$ cat config.mk
export PLATFORM = sky130hd
export DESIGN_NAME = always_on_domain_supervisor_regs
export DESIGN_NICKNAME = d
export VERILOG_FILES = /design/src/shared/aon_supervisor_pkg.sv /design/src/core/always_on_domain_supervisor_regs.sv /design/src/core/brownout_filter.sv
export SDC_FILE = /design/constraint.sdc
export NUM_CORES = 1
export LEC_CHECK = 0
export ABC_AREA = 0
export BUFFER_PORTS_ARGS = -buffer_cell sky130_fd_sc_hd__buf_4
export CAP_MARGIN = 20
export CORE_MARGIN = 2
export CORE_UTILIZATION = 55
export CTS_CLUSTER_SIZE = 40
export DETAILED_ROUTE_END_ITERATION = 6
export GPL_ROUTABILITY_DRIVEN = 0
export PLACE_DENSITY_LB_ADDON = 0.1
export SLEW_MARGIN = 20
export SYNTH_ARGS = -nofsm -noshare
export SYNTH_HDL_FRONTEND = slang
export SYNTH_SLANG_ARGS = --single-unit
$ cat constraint.sdc
create_clock -name pclk -period 2.97 [get_ports pclk]
set_input_delay 0.1485 -clock pclk [delete_from_list [all_inputs] [get_ports pclk]]
set_output_delay 0.1485 -clock pclk [all_outputs]
set_load 0.005 [all_outputs]
$ cat src/shared/aon_supervisor_pkg.sv
// constants, register layouts and carrier types of the always-on supervisor
package aon_supervisor_pkg;

  ////////////////////////////////////////////////////////////////////////////
  // register byte addresses
  localparam logic [31:0] ADDR_CONFIG_UNLOCK = 32'h50015004;
  localparam logic [31:0] ADDR_POWER_DEBUG = 32'h50015018;
  localparam logic [31:0] ADDR_BROWNOUT_CONFIG = 32'h5001501c;
  localparam logic [31:0] ADDR_BROWNOUT_DEGLITCH = 32'h50015020;
  localparam logic [31:0] ADDR_CLOCK_CONTROL = 32'h50015024;
  localparam logic [31:0] ADDR_SCAN_ENTRY = 32'h50015028;

  ////////////////////////////////////////////////////////////////////////////
  // unlock codes and reset values
  localparam logic [3:0] DEBUG_KEY = 4'h5;
  localparam logic [3:0] CONFIG_KEY = 4'hb;
  localparam logic [7:0] SCAN_KEY = 8'h1c;
  localparam logic BANDGAP_LP_RST = 1'b1;
  localparam logic [2:0] CORE_LEVEL_RST = 3'h5;
  localparam logic [2:0] IO_LEVEL_RST = 3'h4;
  localparam logic [1:0] CORE_RISE_WIDTH_RST = 2'h3;
  // trim powers up undefined; a plain zero is used here
  localparam logic [7:0] SLOW_TRIM_RST = 8'h00;

  ////////////////////////////////////////////////////////////////////////////
  // timing: the shortest filter width, doubled for each code step
  localparam int unsigned FILTER_UNIT_US = 16;
  localparam int unsigned CLK_MHZ = 125;
  localparam int unsigned FILTER_UNIT_CYCLES = FILTER_UNIT_US * CLK_MHZ;
  localparam int unsigned FILTER_CNT_W = 15;

  ////////////////////////////////////////////////////////////////////////////
  // register layouts, msb first
  typedef struct packed {
    logic config_key_freeze;
    logic [25:0] rsv_a;
    logic config_unlocked_flag;
    logic [3:0] config_unlock_code;
  } config_unlock_t;

  typedef struct packed {
    logic debug_key_freeze;
    logic debug_unlocked_flag;
    logic [3:0] debug_unlock_code;
    logic [11:0] rsv_a;
    logic thermal_monitor_enable;
    logic [10:0] rsv_b;
    logic deepsleep_bandgap_low_power;
    logic core_domain_keep_on_sleep;
  } power_debug_control_t;

  typedef struct packed {
    logic [15:0] rsv_a;
    logic core_brownout_flag_clear;
    logic io_brownout_flag_clear;
    logic core_brownout_flag;
    logic io_brownout_flag;
    logic rsv_b;
    logic brownout_freeze;
    logic core_brownout_response;
    logic io_brownout_response;
    logic rsv_c;
    logic [2:0] core_brownout_level;
    logic rsv_d;
    logic [2:0] io_brownout_level;
  } brownout_config_t;

  typedef struct packed {
    logic [15:0] rsv_a;
    logic [1:0] io_rise_filter_width;
    logic [1:0] io_fall_filter_width;
    logic [2:0] rsv_b;
    logic io_filter_enable;
    logic [1:0] core_rise_filter_width;
    logic [1:0] core_fall_filter_width;
    logic [2:0] rsv_c;
    logic core_filter_enable;
  } brownout_deglitch_t;

  typedef struct packed {
    logic [13:0] rsv_a;
    logic fast_osc_running;
    logic slow_osc_selected;
    logic [7:0] slow_osc_trim;
    logic [2:0] rsv_b;
    logic slow_osc_high_bw;
    logic [2:0] rsv_c;
    logic always_on_clock_select;
  } always_on_clock_control_t;

  typedef struct packed {
    logic [19:0] rsv_a;
    logic scan_mode_launch;
    logic scan_unlocked_flag;
    logic scan_code_freeze;
    logic rsv_b;
    logic [7:0] scan_unlock_code;
  } scan_test_entry_t;

  ////////////////////////////////////////////////////////////////////////////
  // carriers
  typedef struct packed {
    logic enable;
    logic [1:0] rise_width;
    logic [1:0] fall_width;
  } filter_setup_t;

  typedef struct packed {
    logic debug_enable;
    logic core_domain_keep_on_sleep;
    logic deepsleep_bandgap_low_power;
    logic thermal_monitor_enable;
    logic [2:0] core_brownout_level;
    logic [2:0] io_brownout_level;
    logic always_on_clock_select;
    logic [7:0] slow_osc_trim;
    logic slow_osc_high_bw;
    logic scan_mode_active;
    logic peripheral_access_cut;
    logic brownout_irq;
    logic brownout_hard_reset;
  } supervisor_out_t;

endpackage

$ cat src/core/always_on_domain_supervisor_regs.sv
// key-protected registers of the always-on supervisor, apb slave
//
// Notes on behaviour
// [RULE1] debug freeze bit blocks debug code writes
// [RULE2] debug code 0x5 enables debug, sets flag
// [RULE3] keep core domain on in hibernate
// [RULE4] bandgap low power in deepsleep, resets one
// [RULE5] thermal monitor enable bit, resets zero
// [RULE6] hardware sets core and io brownout flags
// [RULE7] writing clear bit clears that flag
// [RULE8] response bit: one interrupt, zero hard reset
// [RULE9] brownout freeze locks responses and levels
// [RULE10] three-bit levels, defaults five and four
// [RULE11] filter width codes select 16 to 128us
// [RULE12] core rise width resets three, others zero
// [RULE13] separate filter enables, reset zero
// [RULE14] deglitch and clock writes need config key
// [RULE15] clock select: zero slow, one fast
// [RULE16] status bits mirror both oscillators
// [RULE17] eight-bit slow oscillator trim field
// [RULE18] scan code 0x1c unlocks scan, sets flag
// [RULE19] launch enters test mode until power cycle
// [RULE20] scan freeze bit blocks scan code writes
// [RULE21] scan flag reads unlock state
// [RULE22] config code 0xb grants protected writes
// [RULE23] clear bits self-clear, detection wins
// [RULE24] freeze bits cleared only by reset
//
// Implementation choice: register access over APB.
`timescale 1ns/1ps
module always_on_domain_supervisor_regs #(
  parameter int unsigned FILTER_UNIT_CYCLES =
    aon_supervisor_pkg::FILTER_UNIT_CYCLES
) (
  input wire logic pclk,
  input wire logic presetn,
  input wire logic psel,
  input wire logic penable,
  input wire logic pwrite,
  input wire logic [31:0] paddr,
  input wire logic [31:0] pwdata,
  output logic [31:0] prdata,
  output logic pready,
  output logic pslverr,
  input wire logic core_brownout_raw,
  input wire logic io_brownout_raw,
  input wire logic fast_osc_enabled,
  input wire logic slow_osc_in_use,
  output aon_supervisor_pkg::supervisor_out_t supervisor_out
);

  typedef struct packed {
    aon_supervisor_pkg::config_unlock_t unlock;
    aon_supervisor_pkg::power_debug_control_t power;
    aon_supervisor_pkg::brownout_config_t brown;
    aon_supervisor_pkg::brownout_deglitch_t dgl;
    aon_supervisor_pkg::always_on_clock_control_t clock;
    aon_supervisor_pkg::scan_test_entry_t scan;
    logic scan_mode;
    logic core_prev;
    logic io_prev;
    logic irq;
    logic hard_reset;
    logic pready;
    logic pslverr;
    logic [31:0] prdata;
  } state_t;

  localparam state_t ST_RST = '{
    power: '{deepsleep_bandgap_low_power: aon_supervisor_pkg::BANDGAP_LP_RST,
             default: '0}, // see [RULE4]
    brown: '{core_brownout_level: aon_supervisor_pkg::CORE_LEVEL_RST,
             io_brownout_level: aon_supervisor_pkg::IO_LEVEL_RST,
             default: '0}, // see [RULE10]
    dgl: '{core_rise_filter_width: aon_supervisor_pkg::CORE_RISE_WIDTH_RST,
           default: '0}, // see [RULE12]
    clock: '{slow_osc_trim: aon_supervisor_pkg::SLOW_TRIM_RST, default: '0},
    default: '0
  };

  state_t st_q;
  state_t st_d;
  logic core_filtered;
  logic io_filtered;
  logic core_event;
  logic io_event;
  logic setup_phase;
  logic wr_access;
  aon_supervisor_pkg::filter_setup_t core_setup;
  aon_supervisor_pkg::filter_setup_t io_setup;
  aon_supervisor_pkg::config_unlock_t w_unlock;
  aon_supervisor_pkg::power_debug_control_t w_power;
  aon_supervisor_pkg::brownout_config_t w_brown;
  aon_supervisor_pkg::brownout_deglitch_t w_dgl;
  aon_supervisor_pkg::always_on_clock_control_t w_clock;
  aon_supervisor_pkg::scan_test_entry_t w_scan;

  ////////////////////////////////////////////////////////////////////////////
  // brownout deglitch filters
  assign core_setup = '{enable: st_q.dgl.core_filter_enable,
                        rise_width: st_q.dgl.core_rise_filter_width,
                        fall_width: st_q.dgl.core_fall_filter_width};
  assign io_setup = '{enable: st_q.dgl.io_filter_enable,
                      rise_width: st_q.dgl.io_rise_filter_width,
                      fall_width: st_q.dgl.io_fall_filter_width};

  brownout_filter #(
    .UNIT_CYCLES(FILTER_UNIT_CYCLES),
    .CNT_W(aon_supervisor_pkg::FILTER_CNT_W)
  ) u_core_filter (
    .pclk(pclk),
    .presetn(presetn),
    .raw_level(core_brownout_raw),
    .setup(core_setup),
    .filtered_level(core_filtered)
  );

  brownout_filter #(
    .UNIT_CYCLES(FILTER_UNIT_CYCLES),
    .CNT_W(aon_supervisor_pkg::FILTER_CNT_W)
  ) u_io_filter (
    .pclk(pclk),
    .presetn(presetn),
    .raw_level(io_brownout_raw),
    .setup(io_setup),
    .filtered_level(io_filtered)
  );

  ////////////////////////////////////////////////////////////////////////////
  // bus decode and register update
  assign setup_phase = psel & ~penable;
  assign wr_access = psel & penable & st_q.pready & pwrite;
  assign core_event = core_filtered & ~st_q.core_prev;
  assign io_event = io_filtered & ~st_q.io_prev;
  assign w_unlock = pwdata;
  assign w_power = pwdata;
  assign w_brown = pwdata;
  assign w_dgl = pwdata;
  assign w_clock = pwdata;
  assign w_scan = pwdata;

  always_comb begin
    st_d = st_q;
    st_d.pready = 1'b0;
    st_d.pslverr = 1'b0;
    st_d.brown.core_brownout_flag_clear = 1'b0; // see [RULE23]
    st_d.brown.io_brownout_flag_clear = 1'b0; // see [RULE23]
    // read data is captured in the setup cycle, answered one cycle later
    if (setup_phase) begin
      st_d.pready = 1'b1;
      st_d.prdata = '0;
      unique case (paddr)
        aon_supervisor_pkg::ADDR_CONFIG_UNLOCK: st_d.prdata = st_q.unlock;
        aon_supervisor_pkg::ADDR_POWER_DEBUG: st_d.prdata = st_q.power;
        aon_supervisor_pkg::ADDR_BROWNOUT_CONFIG: st_d.prdata = st_q.brown;
        aon_supervisor_pkg::ADDR_BROWNOUT_DEGLITCH: st_d.prdata = st_q.dgl;
        aon_supervisor_pkg::ADDR_CLOCK_CONTROL: begin
          st_d.prdata = st_q.clock;
          st_d.prdata[17] = fast_osc_enabled; // see [RULE16]
          st_d.prdata[16] = slow_osc_in_use; // see [RULE16]
        end
        aon_supervisor_pkg::ADDR_SCAN_ENTRY: st_d.prdata = st_q.scan;
        default: st_d.pslverr = 1'b1;
      endcase
    end
    if (wr_access) begin
      unique case (paddr)
        aon_supervisor_pkg::ADDR_CONFIG_UNLOCK: begin
          if (w_unlock.config_key_freeze) begin
            st_d.unlock.config_key_freeze = 1'b1; // see [RULE24]
          end
          if (!st_q.unlock.config_key_freeze) begin
            st_d.unlock.config_unlock_code = w_unlock.config_unlock_code;
            st_d.unlock.config_unlocked_flag = (w_unlock.config_unlock_code
              == aon_supervisor_pkg::CONFIG_KEY); // see [RULE22]
          end
        end
        aon_supervisor_pkg::ADDR_POWER_DEBUG: begin
          if (w_power.debug_key_freeze) begin
            st_d.power.debug_key_freeze = 1'b1; // see [RULE24]
          end
          if (!st_q.power.debug_key_freeze) begin // see [RULE1]
            st_d.power.debug_unlock_code = w_power.debug_unlock_code;
            st_d.power.debug_unlocked_flag = (w_power.debug_unlock_code
              == aon_supervisor_pkg::DEBUG_KEY); // see [RULE2]
          end
          st_d.power.thermal_monitor_enable =
            w_power.thermal_monitor_enable; // see [RULE5]
          st_d.power.deepsleep_bandgap_low_power =
            w_power.deepsleep_bandgap_low_power; // see [RULE4]
          st_d.power.core_domain_keep_on_sleep =
            w_power.core_domain_keep_on_sleep; // see [RULE3]
        end
        aon_supervisor_pkg::ADDR_BROWNOUT_CONFIG: begin
          st_d.brown.core_brownout_flag_clear =
            w_brown.core_brownout_flag_clear; // see [RULE7]
          st_d.brown.io_brownout_flag_clear =
            w_brown.io_brownout_flag_clear; // see [RULE7]
          if (w_brown.brownout_freeze) begin
            st_d.brown.brownout_freeze = 1'b1; // see [RULE24]
          end
          if (!st_q.brown.brownout_freeze) begin // see [RULE9]
            st_d.brown.core_brownout_response =
              w_brown.core_brownout_response;
            st_d.brown.io_brownout_response = w_brown.io_brownout_response;
            st_d.brown.core_brownout_level =
              w_brown.core_brownout_level; // see [RULE10]
            st_d.brown.io_brownout_level = w_brown.io_brownout_level;
          end
        end
        aon_supervisor_pkg::ADDR_BROWNOUT_DEGLITCH: begin
          if (st_q.unlock.config_unlocked_flag) begin // see [RULE14]
            st_d.dgl.io_rise_filter_width = w_dgl.io_rise_filter_width;
            st_d.dgl.io_fall_filter_width = w_dgl.io_fall_filter_width;
            st_d.dgl.io_filter_enable = w_dgl.io_filter_enable;
            st_d.dgl.core_rise_filter_width = w_dgl.core_rise_filter_width;
            st_d.dgl.core_fall_filter_width = w_dgl.core_fall_filter_width;
            st_d.dgl.core_filter_enable = w_dgl.core_filter_enable;
          end
        end
        aon_supervisor_pkg::ADDR_CLOCK_CONTROL: begin
          if (st_q.unlock.config_unlocked_flag) begin // see [RULE14]
            st_d.clock.slow_osc_trim = w_clock.slow_osc_trim; // see [RULE17]
            st_d.clock.slow_osc_high_bw = w_clock.slow_osc_high_bw;
            st_d.clock.always_on_clock_select =
              w_clock.always_on_clock_select; // see [RULE15]
          end
        end
        aon_supervisor_pkg::ADDR_SCAN_ENTRY: begin
          if (w_scan.scan_code_freeze) begin
            st_d.scan.scan_code_freeze = 1'b1; // see [RULE24]
          end
          if (!st_q.scan.scan_code_freeze) begin // see [RULE20]
            st_d.scan.scan_unlocked_flag = (w_scan.scan_unlock_code
              == aon_supervisor_pkg::SCAN_KEY); // see [RULE18] [RULE21]
          end
          if (w_scan.scan_mode_launch && st_q.scan.scan_unlocked_flag) begin
            st_d.scan_mode = 1'b1; // see [RULE19]
          end
        end
        default: ;
      endcase
    end
    // detection sets, a pending clear acts one cycle after the write
    st_d.core_prev = core_filtered;
    st_d.io_prev = io_filtered;
    st_d.brown.core_brownout_flag = core_event | (st_q.brown.core_brownout_flag
      & ~st_q.brown.core_brownout_flag_clear); // see [RULE6] [RULE23]
    st_d.brown.io_brownout_flag = io_event | (st_q.brown.io_brownout_flag
      & ~st_q.brown.io_brownout_flag_clear); // see [RULE6] [RULE23]
    st_d.irq = (st_d.brown.core_brownout_flag
                & st_q.brown.core_brownout_response)
             | (st_d.brown.io_brownout_flag
                & st_q.brown.io_brownout_response); // see [RULE8]
    st_d.hard_reset = (core_event & ~st_q.brown.core_brownout_response)
                    | (io_event & ~st_q.brown.io_brownout_response);
  end

  always_ff @(posedge pclk or negedge presetn) begin
    if (!presetn) begin
      st_q <= ST_RST;
    end else begin
      st_q <= st_d;
    end
  end

  ////////////////////////////////////////////////////////////////////////////
  // outputs, all taken from state flops
  assign prdata = st_q.prdata;
  assign pready = st_q.pready;
  assign pslverr = st_q.pslverr;
  assign supervisor_out = '{
    debug_enable: st_q.power.debug_unlocked_flag,
    core_domain_keep_on_sleep: st_q.power.core_domain_keep_on_sleep,
    deepsleep_bandgap_low_power: st_q.power.deepsleep_bandgap_low_power,
    thermal_monitor_enable: st_q.power.thermal_monitor_enable,
    core_brownout_level: st_q.brown.core_brownout_level,
    io_brownout_level: st_q.brown.io_brownout_level,
    always_on_clock_select: st_q.clock.always_on_clock_select,
    slow_osc_trim: st_q.clock.slow_osc_trim,
    slow_osc_high_bw: st_q.clock.slow_osc_high_bw,
    scan_mode_active: st_q.scan_mode,
    peripheral_access_cut: st_q.scan_mode,
    brownout_irq: st_q.irq,
    brownout_hard_reset: st_q.hard_reset
  };
endmodule // always_on_domain_supervisor_regs

$ cat src/core/brownout_filter.sv
// deglitch filter for one brownout detector level
`timescale 1ns/1ps
module brownout_filter #(
  parameter int unsigned UNIT_CYCLES = aon_supervisor_pkg::FILTER_UNIT_CYCLES,
  parameter int unsigned CNT_W = aon_supervisor_pkg::FILTER_CNT_W
) (
  input wire logic pclk,
  input wire logic presetn,
  input wire logic raw_level,
  input wire aon_supervisor_pkg::filter_setup_t setup,
  output logic filtered_level
);

  typedef struct packed {
    logic level;
    logic [CNT_W-1:0] cnt;
  } filter_state_t;

  localparam logic [CNT_W-1:0] UNIT = CNT_W'(UNIT_CYCLES);

  filter_state_t st_q;
  filter_state_t st_d;
  logic [CNT_W-1:0] limit;

  assign filtered_level = st_q.level;

  ////////////////////////////////////////////////////////////////////////////
  // a change must persist for the selected width before it passes
  always_comb begin
    st_d = st_q;
    limit = raw_level ? (UNIT << setup.rise_width)
                      : (UNIT << setup.fall_width); // see [RULE11]
    if (!setup.enable) begin // see [RULE13]
      st_d.level = raw_level;
      st_d.cnt = '0;
    end else if (raw_level == st_q.level) begin
      st_d.cnt = '0;
    end else if (st_q.cnt >= limit - 1'b1) begin
      st_d.level = raw_level;
      st_d.cnt = '0;
    end else begin
      st_d.cnt = st_q.cnt + 1'b1;
    end
  end

  always_ff @(posedge pclk or negedge presetn) begin
    if (!presetn) begin
      st_q <= '0;
    end else begin
      st_q <= st_d;
    end
  end

endmodule // brownout_filter

Word-level counts from Yosys, hierarchy flattened
Cells that the tools add are included.
- bitwise gates (word level): 27
- $add $sub $neg: 4
- equality and inequality tests: 15
- mux-type cells: 17
- shift-type cells: 4
- order comparisons: 2
- reduce and logical (&&, ||, !) cells: 16
- operators with widths (operator ; number):
    $eq A32 B31 Y1 const B ; 6
    $pmux W32 S6 ; 1
    $mux W15 ; 6
    $shl A11 B2 Y15 const A ; 4
    $mux W34 ; 1
    $reduce_and A3 Y1 ; 11
    $mux W16 ; 2
    $add A15 B1 Y15 const B ; 2
    $ge A15 B15 Y1 ; 2
    $sub A15 B1 Y15 const B ; 2
    $and A1 B1 Y1 ; 12
    $not A1 Y1 ; 11
    $eq A8 B5 Y1 const B ; 1
    $reduce_and A2 Y1 ; 3
    $reduce_or A6 Y1 ; 1
    $mux W1 ; 5
    $eq A4 B3 Y1 const B ; 1
    $eq A4 B4 Y1 const B ; 1
    $mux W2 ; 2
    $ne A2 B1 Y1 const B ; 2
    $ne A2 B2 Y1 const B ; 2
    $or A1 B1 Y1 ; 4
    $eq A1 B1 Y1 ; 2
    $logic_and A1 B1 Y1 ; 1
- output and inout bits: 58
- word-level logic and storage cells: 126
- flip-flop bits (word level): 121
- input port bits: 73

Logic depth before layout (Yosys ltp)
- depth in word-level cells: 7
- mapped depth: 12
- mapped depth without buffers: 11

Hierarchy
From an unflattened synthesis, not the netlist that was laid out.
- cell total of the unflattened synthesis: 560
- area total of the unflattened synthesis: 6211.0 µm²
- by module, submodules not included (module ; cells each ; area an instance (µm²) ; times used ; seq. area each (µm²)):
    always_on_domain_supervisor_regs ; 332 ; 3977.6 ; 1 ; 2034.5
    brownout_filter (u_io_filter) ; 115 ; 1143.6 ; 1 ; 400.4
    brownout_filter (u_core_filter) ; 113 ; 1089.8 ; 1 ; 400.4

Least setup slack after synthesis
OpenSTA, ideal clock, no wires.
- path type: reg2reg
- start: register st_q, in the netlist core_setup[3]
- end: register u_core_filter.st_q[10] (netlist bit)
- arrival: 2.473 ns
- data required time: 2.898 ns
- library setup time: 0.072 ns
- path buffers: 1
- period minus slack after synthesis: 2.545 ns
- slack: 0.425 ns
- cell stages (with the launch flop): 10
- cell sequence: dfstp_2 mux2i_1 ha_1 ha_1 and3_1 a221o_1 a311oi_2 o21ai_1 buf_2 nor2_1
- RTL lines (what ; RTL line ; source):
    start: declaration ; always_on_domain_supervisor_regs.sv:81 ; state_t st_q;
    start signal: assignment ; always_on_domain_supervisor_regs.sv:263 ; st_q <= st_d;
    end signal: assignment ; brownout_filter.sv:50 ; st_q <= st_d;
    end: declaration ; brownout_filter.sv:21 ; filter_state_t st_q;

Final worst setup path
- start: register st_q, in the netlist core_setup[1]
- end: register u_core_filter.st_q, in the netlist u_core_filter.filtered_level
- longest elaborated chain between the ends: 6
- RTL lines (what ; RTL line ; source):
    $shl A11 B2 Y15 ; brownout_filter.sv:32 ; : (UNIT << setup.fall_width);
    $mux W15 ; brownout_filter.sv:31 ; limit = raw_level ? (UNIT << setup.rise_width)
    $sub A15 B1 Y15 ; brownout_filter.sv:38 ; end else if (st_q.cnt >= limit - 1'b1) begin
    $ge A15 B15 Y1 ; brownout_filter.sv:38 ;
    $ne A2 B1 Y1 (no source line) ; n/a ;
    $reduce_and A2 Y1 (no source line) ; n/a ;
Every way passes these cells.
A chain may end at the register's enable or synchronous reset.

==> impl_metrics.tcl <==
set metrics [dict create \
    ant_nets 0 \
    dpl_cell_area_um2 6654 \
    power_density_nw_per_um2 476.5 \
    cts_buffers 17 \
    clock_latency_ps 510 \
    ff2ff_path_depth 8 \
    fmax_ghz 0.3632 \
    start_kind "flop" \
    dieArea_um2 11800 \
    crit_type "reg -> reg" \
    num_antenna_cells 0 \
    wl_um 13400 \
    drt_iter0_drc 194 \
    cts.clk_slew.worst_paths_ps 60 \
    ys_types 63 \
    hold_violations 0 \
    dieHeight_um 108.6 \
    io_pins 131 \
    htreeDepth 4 \
    status "finished clean" \
    arrival_ps 3150 \
    crit_required_ps 3360 \
    fin_crit_sh_pct 92.72 \
    worst_r2r_startpoint "core_setup[1]$_DFFE_PN0P_" \
    rsz0062_at_grt "false" \
    hpwlAfterDp_um 9688 \
    ys_warn_count 0 \
    finalPower_mw 3.555 \
    slew_headroom_pct 58.39 \
    post-route-min-period_ps 2754 \
    drtPass1Iterations 7 \
    synth_ff_type "dfrtp_1" \
    overflow 0 \
    slew_violations 0 \
    synth.cell_area_um2 6020 \
    num_rows 38 \
    grt_pass1_vias 4337 \
    utilization_pct 69.43 \
    clkSinkCount 113 \
    antenna_found_initial 0 \
    setup_viol 0 \
    start_util_pct 56.02 \
    hp-class "in -> async" \
    coreArea_um2 10750 \
    portBuffers 111 \
    synthToLayoutAreaGrowth_pct 23.95 \
    final_nets 747 \
    syn_avg_cell_area_um2 11.15 \
    grt_max_degree 58 \
    endpoint "u_core_filter.filtered_level$_DFFE_PN0P_" \
    seq_area_frac_synth_pct 47.10 \
    crit_path_end_kind "flop" \
    rr_endpoint "u_core_filter.filtered_level$_DFFE_PN0P_" \
    p_leak_nw 3.684 \
    synth_area_leaders "dfrtp_1 44%, mux2_2 8.0%, buf_4 7.1%" \
    syn_inst 540 \
    fin_area_um2 7461 \
    worst-r2r-setup-slack_ps 220 \
    final_common_cell "buf_4" \
    synth_top_area_share_pct 44.48 \
    maxCapViolations 0 \
    viasPerCell 5.531 \
    cp-startpoint "core_setup[1]$_DFFE_PN0P_" \
    tns_ps 0 \
    wire_per_inst_um 16.86 \
    via_count 4397 \
    ys_async_sr_fraction_pct 100.0 \
    path_max_fanout 5 \
    cts_tree "done" \
    cts_buffer_depth 2 \
    drc 0 \
    yosysTopAreaCell "dfrtp_1" \
    final_cell_mix "122 x buf_4, 107 x dfrtp_1, 43 x mux2_2, 38 x nand2_1, 32 x ha_1" \
    die_x_um 108.6 \
    yosys_register_bits 113 \
    cts-root-buf "clkbuf_8" \
    track_usage_pct 23.59 \
    drive_gt1_share_pct 33.74 \
    ir_worst_vdd_v 0.0003863 \
    worst_pin_slew_ps 615.5 \
    clock_skew_ps 8.201 \
    grt_pass1_wl_um 21150 \
    synth_enable_flop_cells 0 \
]
[worst max-delay path, cell delays in order, from the launching register on]
cell and delay (ps):
dfrtp_1 400, mux2i_1 390, ha_1 330, ha_1 290, and3_1 190, a221o_1 360
a311oi_2 280, o21bai_1 120, mux2_2 270
[state kept, by name (all words and copies together), names as in the netlist]
register / flops
u_core_filter.filtered_level: 1
pslverr: 1
u_core_filter.st_q: 15
u_io_filter.filtered_level: 1
io_setup: 5
st_q: 22
pready: 1
prdata: 24
u_io_filter.st_q: 15
core_setup: 5
supervisor_out: 23
[worst min-delay path by stage]
stage,from,endpoint,slack (ps),cells past startpoint
6_report,presetn,u_core_filter.st_q[8]$_DFF_PN0_,100,2
5_1_grt,presetn,u_io_filter.st_q[9]$_DFF_PN0_,120,2
4_1_cts,presetn,u_core_filter.st_q[8]$_DFF_PN0_,90,2
3_5_place_dp,presetn,u_core_filter.st_q[8]$_DFF_PN0_,90,1
3_3_place_gp,presetn,u_core_filter.st_q[9]$_DFF_PN0_,80,1
2_1_floorplan,presetn,core_setup[0]$_DFFE_PN0P_,-150,0
[cell families after synthesis]
group                      count (synthesis)  synth area share [%]
and+or+nand+nor                          160                 14.74
xor gates and xnor gates                  28                 4.074
other                                      2                0.1248
AOI/OAI and AO/OA                         66                 8.377
DFF                                      113                 47.10
adders and majority gates                 32                 6.651
buffers and inverters                     87                 9.229
muxes                                     52                 9.707
[report_power, final]
group | total, mW | internal [mW] | switching, mW
sequential | 1.55 | 1.55 | 0.00339
combinational | 0.176 | 0.0942 | 0.0818
clock | 1.83 | 1.12 | 0.705
[synth_stat cells, drive strengths merged (8+ instances only)]
cell and n:
inv 13, nor3 24, o21ai 19, nor2 27
xor2 17, dfrtp 107, ha 32, nand4 10
nand2 38, a222oi 8, a32o 8, xnor2 11
mux2 45, buf 65, and3 12, nand3 17
clkbuf 9
[area by class of cell]
type,count,area [um2]
Fill cell,798,3284
Sequential cell,113,2835
Multi-Input combinational cell,348,2659
Timing Repair Buffer,149,1196
Clock buffer,19,431.7
Tap cell,140,175.2
Clock inverter,13,115.1
Inverter,13,48.80
[stage by stage]
| step | worst slack, ps | hold slack, ps | instances |
|---|---|---|---|
| 5_1_grt | 78.04 | 122.7 | 795 |
| 6_report | 216.3 | 95.33 | 795 |
| 3_3_place_gp | 290.0 | 82.95 | 737 |
| 4_1_cts | 213.9 | 93.67 | 795 |
| 2_1_floorplan | 425.3 | -147.1 | 548 |
| 3_5_place_dp | 216.4 | 91.36 | 737 |
[metal layers]
metal,share of wire (%),routed length [um],track usage (%)
met5,0,0,0
met2,49,6602,38.93
met4,1.1,145,8.059
met3,5.6,754,4.842
met1,44,5899,31.13
[repair_timing]
action | in CTS | in global routing
endpoints found under the hold margin | 128 | 0
resized for setup | 0 | 0
setup buffers | 0 | 0
hold buffers | 26 | 0
(Power assumes the default switching activity.)
